**src/logic/serial_cfg.svh**
```systemverilog
// register offsets, field positions, reset values and counts for the serial unit
// assumes the includer sits on a single 25 MHz system clock
// Functional notes
// - frames open with one zero bit, close with a one bit; 10 or 11 bits long.
// - start bit needs a falling edge after three or more high samples.
// - data goes out least significant bit first; base format 1+8+1.
// - long-frame select and parity enable give 8, 7+P, 9 or 8+P data bits.
// - baud is sys clock over 32 times a 13-bit divisor, 1 to 8191.
// - divisor zero stops both baud and sample ticks.
// - sample tick runs at 16x baud; receiver realigns on each line edge.
// - parity select clear means even, set means odd, both directions.
// - parity enabled: top data slot carries parity; mismatch sets parity error.
// - holding register ahead of the shifter; transmitter runs while enabled.
// - shifter drives the pin while enabled or while a frame still runs.
// - open-drain select picks pin drive style for serial and port use alike.
// - buffer-empty low while a word waits; rewrite overwrites; sets on transfer.
// - done flag low while shifting; also cleared by flags read then data write.
// - enabling sends an idle preamble now or after the current frame.
// - send-break emits whole zero frames until break or enable drops.
// - after a break at least one bit time of mark is sent.
// - enabled and nothing pending: both flags set and pin held high.
// - disabling finishes frames, drops the buffered word, returns pin to port.
// - re-enable before shifter empties: finish, preamble, then idle or continue.
// - buffer-empty and done flags each raise a request when enabled.
// - flags clear by a flags read followed by a data access.
`ifndef SERIAL_CFG_SVH
`define SERIAL_CFG_SVH
`define OFS_BAUD_CONTROL 3'h0
`define OFS_SERIAL_CONFIG 3'h2
`define OFS_SERIAL_FLAGS 3'h4
`define OFS_SERIAL_DATA 3'h6
`define OFS_PORT_FUNCTION 3'h1
`define OFS_PORT_DIRECTION 3'h3
`define OFS_PORT_OUTPUT 3'h5
`define BIT_PARITY_ODD 0
`define BIT_PARITY_EN 1
`define BIT_LONG_FRAME 2
`define BIT_OPEN_DRAIN 3
`define BIT_SEND_BREAK 4
`define BIT_TX_ON 5
`define BIT_RX_ON 6
`define BIT_BUF_IRQ_EN 7
`define BIT_DONE_IRQ_EN 8
`define BIT_RX_IRQ_EN 9
`define BIT_BUF_EMPTY 0
`define BIT_DONE 1
`define BIT_RX_FULL 2
`define BIT_PARITY_ERR 3
`define BIT_FRAME_ERR 4
`define BIT_OVERRUN 5
`define RST_DIVISOR 13'h0004
`define RST_CONFIG 16'h0000
`define SAMPLES_PER_BIT 5'h10
`define PRE_DIV 2'h2
`define START_QUAL 2'h3
`endif

```
**src/logic/serial_pkg.sv**
```systemverilog
// types of the serial unit
// assumes nothing beyond its own declarations
package serial_pkg;
  typedef enum logic [1:0] {
    TX_IDLE,
    TX_FRAME,
    TX_MARK
  } tx_state_t;
  typedef enum logic [1:0] {
    RX_IDLE,
    RX_FRAME
  } rx_state_t;
  typedef enum logic [1:0] {
    KIND_DATA,
    KIND_IDLE,
    KIND_BREAK
  } frame_kind_t;
endpackage

```
**src/logic/async_serial_tx_baud_gen.sv**
```systemverilog
// serial unit: baud generator, transmitter, simple receiver, registers
// assumes a register master on sys_clk and rx_pin from outside the domain
`timescale 1ns/1ps
`default_nettype none
`include "serial_cfg.svh"
module async_serial_tx_baud_gen
  import serial_pkg::*;
(
  input wire logic sys_clk,
  input wire logic sys_rst,
  input wire logic [2:0] addr,
  input wire logic [15:0] wdata,
  input wire logic wr,
  input wire logic rd,
  output logic [15:0] rdata,
  input wire logic rx_pin,
  input wire logic tx_pin_in,
  output logic tx_pin_out,
  output logic tx_pin_oe_n,
  output logic tx_buf_irq,
  output logic tx_done_irq,
  output logic rx_irq
);
  // ************************************************
  // state
  // ************************************************
  typedef struct packed {
    // software registers
    logic [12:0] baud_divisor;
    logic [15:0] cfg;
    logic port_function_select;
    logic port_direction_reg;
    logic port_output_reg;
    // baud generator
    logic [12:0] div_cnt;
    logic [1:0] pre_cnt;
    logic [3:0] bit_tick_cnt;
    // transmitter
    tx_state_t tx_state;
    frame_kind_t kind;
    logic [10:0] shifter;
    logic [3:0] bits_left;
    logic [8:0] tx_holding_reg;
    logic tx_buffer_empty;
    logic tx_done_flag;
    logic pend_preamble;
    logic tx_active;
    logic tx_on_q;
    logic [5:0] armed;
    // receiver and pin synchronisers
    logic [1:0] pin_sync;
    logic [1:0] rx_sync;
    logic [1:0] ones_cnt;
    logic rx_prev;
    rx_state_t rx_state;
    logic [3:0] rx_phase;
    logic [3:0] rx_bits;
    logic [10:0] rx_shift;
    logic [8:0] rx_data;
    logic rx_full;
    logic parity_error_flag;
    logic frame_err;
    logic overrun;
    // bus read data
    logic [15:0] rdata;
  } state_t;
  state_t s_reg;
  state_t s_next;

  // frame length in bit times
  function automatic logic [3:0] frame_bits(input logic long_frame);
    frame_bits = long_frame ? 4'hB : 4'hA;
  endfunction

  // parity over the data slots below the parity slot
  function automatic logic par_calc(input logic [8:0] d,
                                    input logic long_frame,
                                    input logic odd);
    logic [8:0] m;
    m = long_frame ? 9'h0FF : 9'h07F;
    par_calc = (^(d & m)) ^ odd;
  endfunction

  function automatic logic [5:0] flag_bits(input state_t s);
    flag_bits = {s.overrun, s.frame_err, s.parity_error_flag, s.rx_full,
      s.tx_done_flag, s.tx_buffer_empty};
  endfunction

  logic long_frame;
  logic par_en;
  logic tx_on;
  logic rt_tick;
  logic baud_tick;
  logic flags_rd;
  logic data_wr;
  logic data_rd;
  logic [8:0] data_word;
  logic rx_s;
  logic [3:0] nbits;

  // ************************************************
  // next state
  // ************************************************
  always_comb begin
    s_next = s_reg;
    long_frame = s_reg.cfg[`BIT_LONG_FRAME];
    par_en = s_reg.cfg[`BIT_PARITY_EN];
    tx_on = s_reg.cfg[`BIT_TX_ON];
    nbits = frame_bits(long_frame);
    flags_rd = rd && addr == `OFS_SERIAL_FLAGS;
    data_wr = wr && addr == `OFS_SERIAL_DATA;
    data_rd = rd && addr == `OFS_SERIAL_DATA;
    rt_tick = 1'b0;
    baud_tick = 1'b0;
    rx_s = s_reg.rx_sync[1];
    data_word = 9'h000;

    // ************************************************
    // register writes
    // ************************************************
    if (wr) begin
      unique case (addr)
        `OFS_BAUD_CONTROL: s_next.baud_divisor = wdata[12:0];
        `OFS_SERIAL_CONFIG: s_next.cfg = wdata;
        `OFS_PORT_FUNCTION: s_next.port_function_select = wdata[0];
        `OFS_PORT_DIRECTION: s_next.port_direction_reg = wdata[0];
        `OFS_PORT_OUTPUT: s_next.port_output_reg = wdata[0];
        default: ;
      endcase
    end

    // ************************************************
    // baud generator: divisor counter, /2 prescale, /16 to bit time
    // ************************************************
    // a zero divisor freezes every tick, so nothing moves on the line
    if (s_reg.baud_divisor == 13'h0000) begin
      s_next.div_cnt = 13'h0000;
      s_next.pre_cnt = 2'h0;
    end else if (s_reg.div_cnt >= s_reg.baud_divisor - 13'h0001) begin
      s_next.div_cnt = 13'h0000;
      if (s_reg.pre_cnt == `PRE_DIV - 2'h1) begin
        s_next.pre_cnt = 2'h0;
        rt_tick = 1'b1;
      end else begin
        s_next.pre_cnt = s_reg.pre_cnt + 2'h1;
      end
    end else begin
      s_next.div_cnt = s_reg.div_cnt + 13'h0001;
    end
    if (rt_tick) begin
      s_next.bit_tick_cnt = s_reg.bit_tick_cnt + 4'h1;
      baud_tick = s_reg.bit_tick_cnt == 4'hF;
    end

    // ************************************************
    // transmit buffer: load only while flag was cleared by read/write
    // ************************************************
    s_next.tx_on_q = tx_on;
    if (data_wr) begin
      if (s_reg.armed[`BIT_DONE])
        s_next.tx_done_flag = 1'b0;
      if (s_reg.armed[`BIT_BUF_EMPTY] || !s_reg.tx_buffer_empty) begin
        s_next.tx_holding_reg = wdata[8:0];
        s_next.tx_buffer_empty = 1'b0;
      end
      // a write without clearing the flag first is dropped
      s_next.armed[1:0] = 2'b00;
    end
    if (tx_on && !s_reg.tx_on_q)
      s_next.pend_preamble = 1'b1;
    // disabling lets the frame finish but drops the waiting word
    if (!tx_on && s_reg.tx_on_q) begin
      s_next.tx_buffer_empty = 1'b1;
      s_next.pend_preamble = 1'b0;
    end

    // ************************************************
    // transmitter
    // ************************************************
    if (baud_tick) begin
      unique case (s_reg.tx_state)
        TX_FRAME: begin
          s_next.shifter = {1'b1, s_reg.shifter[10:1]};
          s_next.bits_left = s_reg.bits_left - 4'h1;
          if (s_reg.bits_left == 4'h1) begin
            if (s_reg.kind == KIND_BREAK && !(tx_on &&
                s_reg.cfg[`BIT_SEND_BREAK])) begin
              s_next.tx_state = TX_MARK;
              s_next.shifter = 11'h7FF;
            end else begin
              s_next.tx_state = TX_IDLE;
            end
          end
        end
        TX_MARK: s_next.tx_state = TX_IDLE;
        default: ;
      endcase
    end
    // next frame on a bit tick only, so a start bit is a full bit time
    if (s_next.tx_state == TX_IDLE && baud_tick) begin
      s_next.tx_active = 1'b0;
      if (!tx_on) begin
        if (s_reg.tx_active)
          s_next.tx_done_flag = 1'b1;
      end else if (s_next.pend_preamble) begin
        s_next.pend_preamble = 1'b0;
        s_next.kind = KIND_IDLE;
        s_next.shifter = 11'h7FF;
        s_next.bits_left = nbits;
        s_next.tx_state = TX_FRAME;
        s_next.tx_active = 1'b1;
      end else if (s_reg.cfg[`BIT_SEND_BREAK]) begin
        s_next.kind = KIND_BREAK;
        s_next.shifter = 11'h000;
        s_next.bits_left = nbits;
        s_next.tx_state = TX_FRAME;
        s_next.tx_active = 1'b1;
      end else if (!s_next.tx_buffer_empty) begin
        data_word = s_next.tx_holding_reg;
        if (par_en) begin
          if (long_frame)
            data_word[8] = par_calc(data_word, 1'b1,
              s_reg.cfg[`BIT_PARITY_ODD]);
          else
            data_word[7] = par_calc(data_word, 1'b0,
              s_reg.cfg[`BIT_PARITY_ODD]);
        end
        s_next.kind = KIND_DATA;
        s_next.shifter = long_frame ? {1'b1, data_word, 1'b0} :
          {2'b11, data_word[7:0], 1'b0};
        s_next.bits_left = nbits;
        s_next.tx_state = TX_FRAME;
        s_next.tx_active = 1'b1;
        s_next.tx_buffer_empty = 1'b1;
      end else if (s_reg.tx_active || s_reg.tx_state != TX_IDLE) begin
        s_next.tx_done_flag = 1'b1;
      end
    end
    if (s_next.tx_active || s_next.tx_state != TX_IDLE)
      s_next.tx_done_flag = 1'b0;
    else if (tx_on && !s_next.pend_preamble && s_next.tx_buffer_empty &&
             s_reg.tx_state != TX_IDLE)
      s_next.tx_done_flag = 1'b1;

    // ************************************************
    // flag clearing
    // ************************************************
    // clears go ahead of the receiver, so a flag set this cycle survives
    if (data_rd) begin
      s_next.rx_full = s_next.rx_full & ~s_reg.armed[`BIT_RX_FULL];
      s_next.parity_error_flag = s_next.parity_error_flag &
        ~s_reg.armed[`BIT_PARITY_ERR];
      s_next.frame_err = s_next.frame_err & ~s_reg.armed[`BIT_FRAME_ERR];
      s_next.overrun = s_next.overrun & ~s_reg.armed[`BIT_OVERRUN];
      s_next.armed[5:2] = 4'h0;
    end
    if (flags_rd)
      s_next.armed = flag_bits(s_reg);

    // ************************************************
    // receiver: 16 samples per bit, start qualified by three high samples
    // ************************************************
    s_next.rx_sync = {s_reg.rx_sync[0], rx_pin};
    // the pin readback is synchronised like the receive pin
    s_next.pin_sync = {s_reg.pin_sync[0], tx_pin_in};
    if (rt_tick) begin
      s_next.rx_prev = rx_s;
      if (rx_s)
        s_next.ones_cnt = (s_reg.ones_cnt == `START_QUAL) ?
          s_reg.ones_cnt : s_reg.ones_cnt + 2'h1;
      else
        s_next.ones_cnt = 2'h0;
      unique case (s_reg.rx_state)
        RX_IDLE: begin
          if (s_reg.cfg[`BIT_RX_ON] && !rx_s && s_reg.rx_prev &&
              s_reg.ones_cnt == `START_QUAL) begin
            s_next.rx_state = RX_FRAME;
            s_next.rx_phase = 4'h1;
            s_next.rx_bits = 4'h0;
          end
        end
        RX_FRAME: begin
          s_next.rx_phase = s_reg.rx_phase + 4'h1;
          if (rx_s != s_reg.rx_prev)
            s_next.rx_phase = 4'h1;
          if (s_reg.rx_phase == 4'h8) begin
            s_next.rx_shift = {rx_s, s_reg.rx_shift[10:1]};
            s_next.rx_bits = s_reg.rx_bits + 4'h1;
            if (s_reg.rx_bits == nbits - 4'h1) begin
              s_next.rx_state = RX_IDLE;
              // a full buffer keeps the older word
              if (s_reg.rx_full) begin
                s_next.overrun = 1'b1;
              end else begin
                s_next.rx_full = 1'b1;
                s_next.rx_data = long_frame ? s_next.rx_shift[9:1] :
                  {1'b0, s_next.rx_shift[10:3]};
                s_next.frame_err = !rx_s;
                s_next.parity_error_flag = par_en &&
                  (par_calc(s_next.rx_data, long_frame, 1'b0) ^
                  (long_frame ? s_next.rx_data[8] : s_next.rx_data[7]) ^
                  s_reg.cfg[`BIT_PARITY_ODD]);
              end
            end
          end
        end
        default: s_next.rx_state = RX_IDLE;
      endcase
    end

    // ************************************************
    // read data, one cycle after the strobe
    // ************************************************
    s_next.rdata = 16'h0000;
    if (rd) begin
      unique case (addr)
        `OFS_BAUD_CONTROL: s_next.rdata = {3'h0, s_reg.baud_divisor};
        `OFS_SERIAL_CONFIG: s_next.rdata = s_reg.cfg;
        `OFS_SERIAL_FLAGS: s_next.rdata = {10'h000, flag_bits(s_reg)};
        `OFS_SERIAL_DATA: s_next.rdata = {7'h00, s_reg.rx_data};
        `OFS_PORT_FUNCTION: s_next.rdata = {15'h0000,
          s_reg.port_function_select};
        `OFS_PORT_DIRECTION: s_next.rdata = {15'h0000,
          s_reg.port_direction_reg};
        `OFS_PORT_OUTPUT: s_next.rdata = {15'h0000, s_reg.pin_sync[1]};
        default: s_next.rdata = 16'h0000;
      endcase
    end
  end

  // ************************************************
  // state register
  // ************************************************
  always_ff @(posedge sys_clk) begin
    if (sys_rst) begin
      s_reg <= '0;
      s_reg.baud_divisor <= `RST_DIVISOR;
      s_reg.cfg <= `RST_CONFIG;
      s_reg.shifter <= 11'h7FF;
      s_reg.tx_buffer_empty <= 1'b1;
      s_reg.tx_done_flag <= 1'b1;
      s_reg.rx_sync <= 2'b11;
      s_reg.rx_prev <= 1'b1;
    end else begin
      s_reg <= s_next;
    end
  end

  // ************************************************
  // pins and requests
  // ************************************************
  logic serial_owns;
  logic pin_level;
  logic pin_drive;
  assign serial_owns = s_reg.cfg[`BIT_TX_ON] ||
    s_reg.tx_state != TX_IDLE;
  assign pin_level = serial_owns ? s_reg.shifter[0] : s_reg.port_output_reg;
  assign pin_drive = serial_owns ||
    (s_reg.port_function_select == 1'b0 && s_reg.port_direction_reg);
  // open drain: pull low only, the line's pull-up makes the one
  assign tx_pin_out = s_reg.cfg[`BIT_OPEN_DRAIN] ? 1'b0 : pin_level;
  assign tx_pin_oe_n = !(pin_drive && (!s_reg.cfg[`BIT_OPEN_DRAIN] ||
    !pin_level));

  // ************************************************
  // requests
  // ************************************************
  assign tx_buf_irq = s_reg.tx_buffer_empty &&
    s_reg.cfg[`BIT_BUF_IRQ_EN];
  assign tx_done_irq = s_reg.tx_done_flag && s_reg.cfg[`BIT_DONE_IRQ_EN];
  assign rx_irq = s_reg.rx_full && s_reg.cfg[`BIT_RX_IRQ_EN];
  assign rdata = s_reg.rdata;
endmodule
`default_nettype wire

```
**config.mk**
```make
export PLATFORM = sky130hd
export DESIGN_NAME = async_serial_tx_baud_gen
export DESIGN_NICKNAME = d
export VERILOG_FILES = /design/src/logic/serial_pkg.sv /design/src/logic/async_serial_tx_baud_gen.sv
export VERILOG_INCLUDE_DIRS = /design/src /design/src/logic
export SDC_FILE = /design/constraint.sdc
export NUM_CORES = 1
export LEC_CHECK = 0
export BUFFER_PORTS_ARGS = -buffer_cell sky130_fd_sc_hd__buf_2
export CORE_MARGIN = 4
export CORE_UTILIZATION = 50
export CTS_BUF_LIST = sky130_fd_sc_hd__clkbuf_4
export DETAILED_ROUTE_END_ITERATION = 10
export PLACE_DENSITY = 0.73
export SKIP_LAST_GASP = 1
export SYNTH_ARGS = -nofsm -noshare
export SYNTH_HDL_FRONTEND = slang
export SYNTH_SLANG_ARGS = --single-unit
```
**constraint.sdc**
```tcl
create_clock -name sys_clk -period 3.3 [get_ports sys_clk]
set_input_delay 0.165 -clock sys_clk [delete_from_list [all_inputs] [get_ports sys_clk]]
set_output_delay 0.165 -clock sys_clk [all_outputs]
set_load 0.05 [all_outputs]
```
==> impl_metrics.tcl, run 1 <==
set metrics [dict create \
    crit_path_start_kind "flip-flop" \
    p_per_area_nw_per_um2 378 \
    final_util 0.622 \
    met2_usage 0.354 \
    place_area_um2 7800 \
    routed_wl_um 18600 \
    area_growth_pct 20.0 \
    finalWorstSetupSlack_ps -131 \
    tightest_slew_ps 884 \
    crit_fanout 7 \
    cts_buffers 17 \
    fp-row-count 43 \
    clk_latency_ps 570 \
    hold_depth 2 \
    synth-edff-count 0 \
    grt_antenna_before_repair 0 \
    cp_cell_sequence "nor4_4 -> and3b_1 -> nand2b_1 -> nor4_2 -> xnor2_1 -> ha_1 -> and4_4 -> a21oi_4 -> o21ai_4 -> a221o_2 -> buf_6 -> a31o_2 -> a221oi_2 -> a311oi_1" \
    final_area_um2 8760 \
    r2r-end "s_reg[90]" \
    wl_per_cell_um 16.5 \
    grt-busiest-layer "met2" \
    min_path_type "in2reg" \
    syn_area_per_cell_um2 8.54 \
    path_class "reg2reg" \
    yosysUniqueCellTypes 74 \
    cts.clk_slew.worst_paths_ps 120 \
    crit_buf_inv 1 \
    cts_htree_levels 4 \
    cp-end-kind "flip-flop" \
    reg2regPathDepth 14 \
    layout_commonest_cell "dfxtp_1" \
    p_leak_nw 3.22 \
    synth_xor_area_frac 0.0687 \
    ys_warn_count 0 \
    gp_congestion 0.862 \
    ys_seq_area_frac 0.395 \
    hold_viol 0 \
    globalRouteMet3Util 0.0631 \
    finalPower_w 0.00331 \
    cap_violations 0 \
    grt_pass1_vias 5963 \
    synth-simple-area-share 0.226 \
    largest_reg_flops 122 \
    netlist_area_um2 7300 \
    setup_viol 28 \
    clockBufferDepth 2 \
    arrival_ps 3870 \
    critPathTopFamily "simple AND/OR/NAND/NOR gates" \
    grtUsageMet1 0.303 \
    cp_slowest_cell "a221o_2" \
    drv_slew 0 \
    nNetsFinal 984 \
    rsz0062_at_grt "yes" \
    violations "setup timing" \
    slowest_delay_ps 420 \
    synthFlopType "dfxtp_1" \
    holdPathEnd "rdata[7]" \
    cts_tree "yes" \
    start_util 0.518 \
    via_count 6472 \
    regArea_um2 2890 \
    post-route-drc-count 0 \
    syn-num-nets 904 \
    grtUsageTotal 0.224 \
    ys_ff_latch 144 \
    grt_max_degree 58 \
    gr-total-overflow 0 \
    n_fill_cell 1192 \
    status "finished with violations" \
    synthCells 855 \
    synth_compound_area_frac 0.163 \
    synth.mux.area_fraction 0.0488 \
    slew_headroom 0.410 \
    required_ps 3740 \
    reg2reg_from "s_reg[139]" \
    drive_gt1_frac 0.229 \
    crit_start "s_reg[139]" \
    multi_input_area_um2 4370 \
    ant_nets 0 \
    r2r_slack_ps -130 \
    grt_pass1_wl_um 29700 \
    clock.fmax_mhz 291 \
    final_cell_mix "dfxtp_1 (140), nand2_1 (119), nor2_1 (72)" \
    dp_hpwl_um 12900 \
    fin_setup_tns_ps -1350 \
    die_h_um 129 \
    synth_top_family_by_area "simple AND/OR/NAND/NOR gates" \
    cts_root_buf "clkbuf_4" \
    synthAdderAreaFrac 0.0411 \
    cts_sinks 144 \
    min_period_over_period 1.04 \
    clock_skew_ps 16.1 \
    core_um2 14100 \
    synth-async-reset-ratio 0 \
    fin_crit_ps 3430 \
    die-area_um2 16600 \
    via_per_inst 5.74 \
    die_width_um 129 \
    port_buffers 45 \
    place_ws_ps -197 \
    firstDrtPassIters 5 \
    n_antenna_cell 0 \
    hold_start "addr[0]" \
    vdd_drop_max_uv 254 \
    top_level_ports 46 \
    drt-initial-drc-count 489 \
]
power breakdown:
| group | switching (W) | internal [W] | total (W) |
|---|---|---|---|
| Combinational | 0.000231 | 0.000162 | 0.000392 |
| Clock | 0.000625 | 0.000507 | 0.00113 |
| Sequential | 0.0000270 | 0.00176 | 0.00179 |
| Total | 0.000883 | 0.00243 | 0.00331 |
cell type report:
type,instances,share of cell area
flip-flops and latches,144,0.330
clock inverters,14,0.0167
clock buffers,17,0.0146
repair buffers,122,0.105
well taps,180,0.0257
multi-input cells,627,0.499
inverters,23,0.00985
through the flow:
stage               hold slack [ps]  cells
finish                         66.3   1127
global route                   28.8   1127
CTS                            33.5   1118
detailed placement              350   1062
global placement                347   1062
floorplan                       269    855
layer usage:
metal  wire length (um)  share of wire
met1               8450           0.45
met2               8670           0.47
met3               1230          0.066
met4                285          0.015
met5                  0              0
Yosys cell counts, drive strengths merged, types with 3 or more instances:
master  number  area share
a211o        3      0.0036
a211oi      11       0.011
a21o         5      0.0051
a21oi       70       0.051
a221oi       5      0.0069
a22oi       18       0.019
a311oi       3      0.0036
a31o         3      0.0036
a31oi        4      0.0034
and2        16       0.014
and3         9      0.0084
and4         3      0.0036
buf         33       0.030
clkbuf      30       0.016
dfxtp      144        0.39
ha          24       0.041
inv         23       0.012
mux2         5      0.0077
mux2i       30       0.041
nand2      122       0.063
nand2b      16       0.014
nand3       31       0.021
nand3b       4      0.0041
nand4        6      0.0051
nand4b       5      0.0081
nor2        81       0.042
nor2b        6      0.0051
nor3        11      0.0075
nor3b        4      0.0048
nor4         9       0.012
o211ai       3      0.0031
o21a         3      0.0031
o21ai       25       0.017
o221ai       8      0.0096
o31ai        4      0.0048
or2          5      0.0043
or3          4      0.0041
xnor2       30       0.036
xnor3        4       0.012
xor2        17       0.020
worst max path at each step:
| stage | to | cells past startpoint | slack [ps] |
|---|---|---|---|
| floorplan | s_reg[82] | 16 | 10 |
| global placement | s_reg[90] | 15 | -70 |
| detailed placement | s_reg[84] | 14 | -200 |
| CTS | s_reg[43] | 13 | 0.5 |
| global route | s_reg[90] | 14 | -280 |
| finish | s_reg[90] | 14 | -130 |
cell families after synthesis:
logic type      after synthesis
simple gates                336
compound gates              179
flops                       144
buf+inv                      86
xor+xnor                     51
mux                          35
fa+ha+maj                    24
repair_timing:
item                       CTS  global route
gates resized for setup     18            76
setup endpoints to repair   52            59
pin swaps                    4            39
cloned                       0             3
hold endpoints to repair    44             0
hold buffers                21             0
setup buffers                4             6
Power figures use the tool's default switching activity.
==> run 2: changes to the inputs <==
--- a/config.mk
+++ b/config.mk
@@ -8,10 +8,10 @@
 export LEC_CHECK = 0
 export BUFFER_PORTS_ARGS = -buffer_cell sky130_fd_sc_hd__buf_2
 export CORE_MARGIN = 4
-export CORE_UTILIZATION = 50
+export CORE_UTILIZATION = 47
 export CTS_BUF_LIST = sky130_fd_sc_hd__clkbuf_4
 export DETAILED_ROUTE_END_ITERATION = 10
-export PLACE_DENSITY = 0.73
+export PLACE_DENSITY = 0.7
 export SKIP_LAST_GASP = 1
 export SYNTH_ARGS = -nofsm -noshare
 export SYNTH_HDL_FRONTEND = slang
==> constraint.sdc (replaced) <==
create_clock -name sys_clk -period 3 [get_ports sys_clk]
set_input_delay 0.15 -clock sys_clk [delete_from_list [all_inputs] [get_ports sys_clk]]
set_output_delay 0.15 -clock sys_clk [all_outputs]
set_load 0.05 [all_outputs]
==> run 2 against run 1 <==
The run still ends with setup timing left. Largest cell class unchanged. Sequential cell count unchanged. Clock power increased by 5%. Critical path depth increased by 3. First-iteration DRC count increased by 18%. Largest power group unchanged. Highest routed layer unchanged. Critical path type unchanged. Worst setup slack got worse by 180 ps. Power increased by 14%.
==> impl_metrics.tcl, run 2 (synthesis results as in run 1) <==
set metrics [dict create \
    fp-row-count 45 \
    final_cell_mix "dfxtp_1 (141), nand2_1 (114), nor2_1 (68)" \
    gp_congestion 0.883 \
    cts_sinks 144 \
    largest_reg_flops 122 \
    top_level_ports 46 \
    min_path_type "in2reg" \
    fin_setup_tns_ps -13340 \
    vdd_drop_max_uv 304 \
    area_growth_pct 26.5 \
    setup_viol 74 \
    grt-busiest-layer "met2" \
    cts_htree_levels 4 \
    status "finished with violations" \
    firstDrtPassIters 6 \
    start_util 0.480 \
    die-area_um2 17600 \
    cts.clk_slew.worst_paths_ps 120 \
    cts_tree "yes" \
    via_count 6455 \
    drt-initial-drc-count 579 \
    clkPwrFrac 0.317 \
    hold_start "addr[2]" \
    internal-power_w 0.00271 \
    via_per_inst 5.53 \
    slew_headroom 0.387 \
    cap_violations 0 \
    clock.fmax_mhz 302 \
    p_per_area_nw_per_um2 407 \
    seqPwrFrac 0.523 \
    dp_hpwl_um 13000 \
    comb_power_share 0.160 \
    grt_antenna_before_repair 2 \
    rsz0062_at_grt "yes" \
    grt_max_degree 87 \
    crit_fanout 8 \
    core_um2 15200 \
    grt_pass1_vias 6184 \
    tightest_slew_ps 920 \
    cp-end-kind "flip-flop" \
    power.share.switching 0.279 \
    nNetsFinal 1014 \
    gr-total-overflow 0 \
    clock_skew_ps 19.4 \
    drv_slew 0 \
    clk_latency_ps 570 \
    wl_per_cell_um 16.6 \
    ant_nets 0 \
    holdWs_ps 120 \
    reg2reg_from "s_reg[136]" \
    final_util 0.608 \
    hold_viol 0 \
    grt_pass1_wl_um 31100 \
    grtUsageTotal 0.219 \
    globalRouteMet3Util 0.0468 \
    routed_wl_um 19400 \
    met2_usage 0.343 \
    clockBufferDepth 2 \
    crit_start "s_reg[136]" \
    cts_buffers 17 \
    min_period_over_period 1.10 \
    p_leak_nw 3.40 \
    fin_crit_ps 3310 \
    post-route-drc-count 0 \
    required_ps 3450 \
    arrival_ps 3760 \
    layout_commonest_cell "dfxtp_1" \
    finalWorstSetupSlack_ps -315 \
    port_buffers 45 \
    p_switching_w 0.00105 \
    die_width_um 133 \
    finalPower_w 0.00376 \
    violations "setup timing" \
    path_class "reg2reg" \
    crit_path_start_kind "flip-flop" \
    cts_root_buf "clkbuf_4" \
    drive_gt1_frac 0.268 \
    die_h_um 133 \
    grtUsageMet1 0.300 \
]
==> run 2: path summary, 6_finish.rpt <==
| path | end | slack (ps) | cells after the start |
|---|---|---|---|
| setup reg to reg | s_reg[84] | -310 | 17 |
| setup / recovery | s_reg[84] | -310 | 17 |
| hold / removal | rdata[0] | 120 | 3 |
| hold reg to reg | rx_s | 430 | 1 |
==> run 2: layer usage <==
layer,up-vias,routed length (um),share of wire
li1,3212,-,-
met1,3029,8900,0.46
met2,179,9090,0.47
met3,35,977,0.050
met4,0,394,0.020
met5,-,0,0
==> run 2: final cells by class <==
class,instances,area (um^2)
Fill cell,1339,5970
Multi-Input combinational cell,630,4550
Sequential cell,144,2890
Timing Repair Buffer,149,1210
Tap cell,188,235
Clock buffer,19,143
Clock inverter,12,120
Inverter,23,86.3
Antenna cell,2,5.00
==> run 2: per-stage QoR <==
| step | setup WS, ps | area (um^2) | std cells |
|---|---|---|---|
| 3_5_place_dp | -367 | 8000 | 1085 |
| 5_1_grt | -508 | 9240 | 1167 |
| 3_3_place_gp | -264 | 8000 | 1085 |
| 4_1_cts | -303 | 8920 | 1154 |
| 6_report | -315 | 9240 | 1167 |
| 2_1_floorplan | -129 | 7390 | 855 |
==> run 2: worst max-delay path, cell delays in order, from the launching register on <==
cell	delay, ps
dfxtp_2	350
nor4_4	320
and3b_1	220
nand2b_1	80
nor4_2	160
xnor2_1	150
ha_1	260
and4_4	200
a21oi_2	130
o21ai_2	80
buf_4	140
a221oi_4	230
buf_12	170
buf_8	110
nor3b_4	50
buf_4	150
a21oi_4	210
o221ai_1	160
==> run 2: power groups by stage <==
stage,Combinational (W),Clock [W],Sequential [W]
final,0.000600,0.00119,0.00197
after global routing,0.000641,0.00131,0.00197
after CTS,0.000520,0.00122,0.00197
after detailed placement,0.000384,0,0.00201
after global placement,0.000380,0,0.00201
after floorplan,0.000251,0,0.00200
==> run 2: what timing repair did <==
item,CTS,global route
pin swaps,26,43
cloned,4,2
buffers inserted,12,12
hold buffers,22,0
resized for setup,61,53
endpoints found under the hold margin,62,0
setup endpoints to repair,72,76
==> run 3: changes to the inputs <==
--- a/config.mk
+++ b/config.mk
@@ -7,7 +7,7 @@
 export NUM_CORES = 1
 export LEC_CHECK = 0
 export BUFFER_PORTS_ARGS = -buffer_cell sky130_fd_sc_hd__buf_2
-export CORE_MARGIN = 4
+export CORE_MARGIN = 2
 export CORE_UTILIZATION = 47
 export CTS_BUF_LIST = sky130_fd_sc_hd__clkbuf_4
 export DETAILED_ROUTE_END_ITERATION = 10
==> run 3 against run 2 <==
The run still ends with setup timing left. Clock skew up 7.0 ps. Sequential cell count unchanged. Combinational power down 12%. Power down 5.2%. Routed wire length up 0.29%. Sequential power about the same. Die area down 5.9%. Largest cell class unchanged.
==> impl_metrics.tcl, run 3 (synthesis results as in run 1) <==
set metrics [dict create \
    status "finished with violations" \
    violations "setup timing" \
    crit_fanout 4 \
    finalNonFillerCells 1164 \
    reg2regPathDepth 15 \
    clkPwrFrac 0.301 \
    fin_crit_ps 3430 \
    arrival_ps 3890 \
    layout_commonest_cell "dfxtp_1" \
    crit_start "s_reg[137]" \
    p_switching_w 0.00106 \
    slew_headroom 0.476 \
    cts_root_buf "clkbuf_4" \
    grt_antenna_before_repair 0 \
    gr-total-overflow 0 \
    via_count 6499 \
    required_ps 3460 \
    hold_depth 3 \
    clk_latency_ps 560 \
    path_class "reg2reg" \
    post-route-drc-count 0 \
    r2r-end "s_reg[90]" \
    power.share.switching 0.298 \
    nNetsFinal 1012 \
    die-area_um2 16600 \
    cts_sinks 144 \
    grt_pass1_vias 6015 \
    cap_violations 0 \
    drt-initial-drc-count 555 \
    clock_skew_ps 26.4 \
    grt_pass1_wl_um 30400 \
    regArea_um2 2890 \
    min_path_type "in2reg" \
    p_leak_nw 3.37 \
    seqPwrFrac 0.551 \
    start_util 0.480 \
    dp_hpwl_um 13000 \
    holdWs_ps 34.4 \
    setup_viol 74 \
    p_per_area_nw_per_um2 394 \
    comb_power_share 0.148 \
    cts_buffers 17 \
    finalWorstSetupSlack_ps -431 \
    cts_tree "yes" \
    r2r_slack_ps -430 \
    core_um2 15200 \
    drive_gt1_frac 0.257 \
    clockBufferDepth 2 \
    gp_congestion 0.895 \
    die_width_um 129 \
    hold_start "addr[0]" \
    holdPathEnd "rdata[6]" \
    routed_wl_um 19400 \
    internal-power_w 0.00250 \
    wl_per_cell_um 16.7 \
    finalPower_w 0.00357 \
    rsz0062_at_grt "yes" \
    firstDrtPassIters 6 \
    place_ws_ps -360 \
    area_growth_pct 23.9 \
    fin_setup_tns_ps -15810 \
    port_buffers 45 \
    die_h_um 129 \
    via_per_inst 5.58 \
    cts_htree_levels 4 \
    fp-row-count 45 \
    vdd_drop_max_uv 236 \
    grtUsageTotal 0.230 \
    min_period_over_period 1.14 \
    largest_reg_flops 122 \
    n_antenna_cell 0 \
    multi_input_area_um2 4460 \
    reg2reg_from "s_reg[137]" \
    final_cell_mix "dfxtp_1 (140), nand2_1 (119), nor2_1 (72)" \
    grt_max_degree 61 \
    tightest_slew_ps 780 \
    hold_viol 0 \
    n_fill_cell 1294 \
    clock.fmax_mhz 291 \
    top_level_ports 46 \
    cp-end-kind "flip-flop" \
    crit_path_start_kind "flip-flop" \
    dp_cells 1088 \
    ant_nets 0 \
    cts.clk_slew.worst_paths_ps 130 \
    drv_slew 0 \
]
-- run 3: cell count changes in the layout (fill, tap and decap cells not counted), moves of 5 or more --
cell,delta
o21ai_0,-8
a21oi_1,+7
a21oi_2,-7
buf_4,+7
buf_6,-5
nand2_1,+5
-- run 3: power groups by stage --
stage | clock network, W | registers, W | logic [W]
detailed placement | 0 | 0.00201 | 0.000387
global placement | 0 | 0.00201 | 0.000384
floorplan | 0 | 0.00200 | 0.000251
finish | 0.00107 | 0.00197 | 0.000529
global route | 0.00117 | 0.00197 | 0.000567
CTS | 0.00108 | 0.00197 | 0.000430
-- run 3: worst max-delay path, stage by stage, from the launching register on --
cell and delay, ps:
dfxtp_2 360, nor4_4 280, and3b_1 240, nand2b_1 100, nor4_2 240, xnor2_1 110
ha_1 320, and4_4 180, a21oi_4 140, o21ai_4 80, buf_4 140, a221o_1 370
buf_4 180, and4_1 180, and3_1 150, a311oi_1 260
-- run 3: worst max path at each step --
stage | slack, ps | to | depth (start not counted)
2_1_floorplan | -130 | s_reg[89] | 15
3_3_place_gp | -260 | s_reg[84] | 14
3_5_place_dp | -360 | s_reg[86] | 13
4_1_cts | -300 | s_reg[43] | 16
5_1_grt | -620 | s_reg[90] | 15
6_report | -430 | s_reg[90] | 15
-- run 3: layer usage --
metal / GRT usage / vias up / share of wire
li1: - / 3205 / -
met1: 0.318 / 3089 / 0.46
met3: 0.0549 / 24 / 0.060
met5: 0 / - / 0
met4: 0.0595 / 0 / 0.013
met2: 0.363 / 181 / 0.47
-- run 3: area by class of cell --
cell class	count	area share
flip-flops and latches	144	0.319
clock buffers	18	0.0149
multi-input cells	629	0.493
clock inverters	14	0.0104
repair buffers	148	0.127
well taps	188	0.0260
inverters	23	0.00954
-- run 3: metrics by stage --
step           utilization  instance area (um^2)
2_1_floorplan            -                  7390
3_3_place_gp         0.526                  8000
3_5_place_dp         0.526                  8000
4_1_cts              0.560                  8520
5_1_grt              0.595                  9050
6_report             0.595                  9050
-- run 3: timing repair --
action	4_1_cts	5_1_grt
gates cloned	0	6
endpoints found under the hold margin	46	0
endpoints found under the setup margin	72	75
setup buffers	4	16
resized for setup	14	82
hold buffers	21	0
pin swaps	9	46
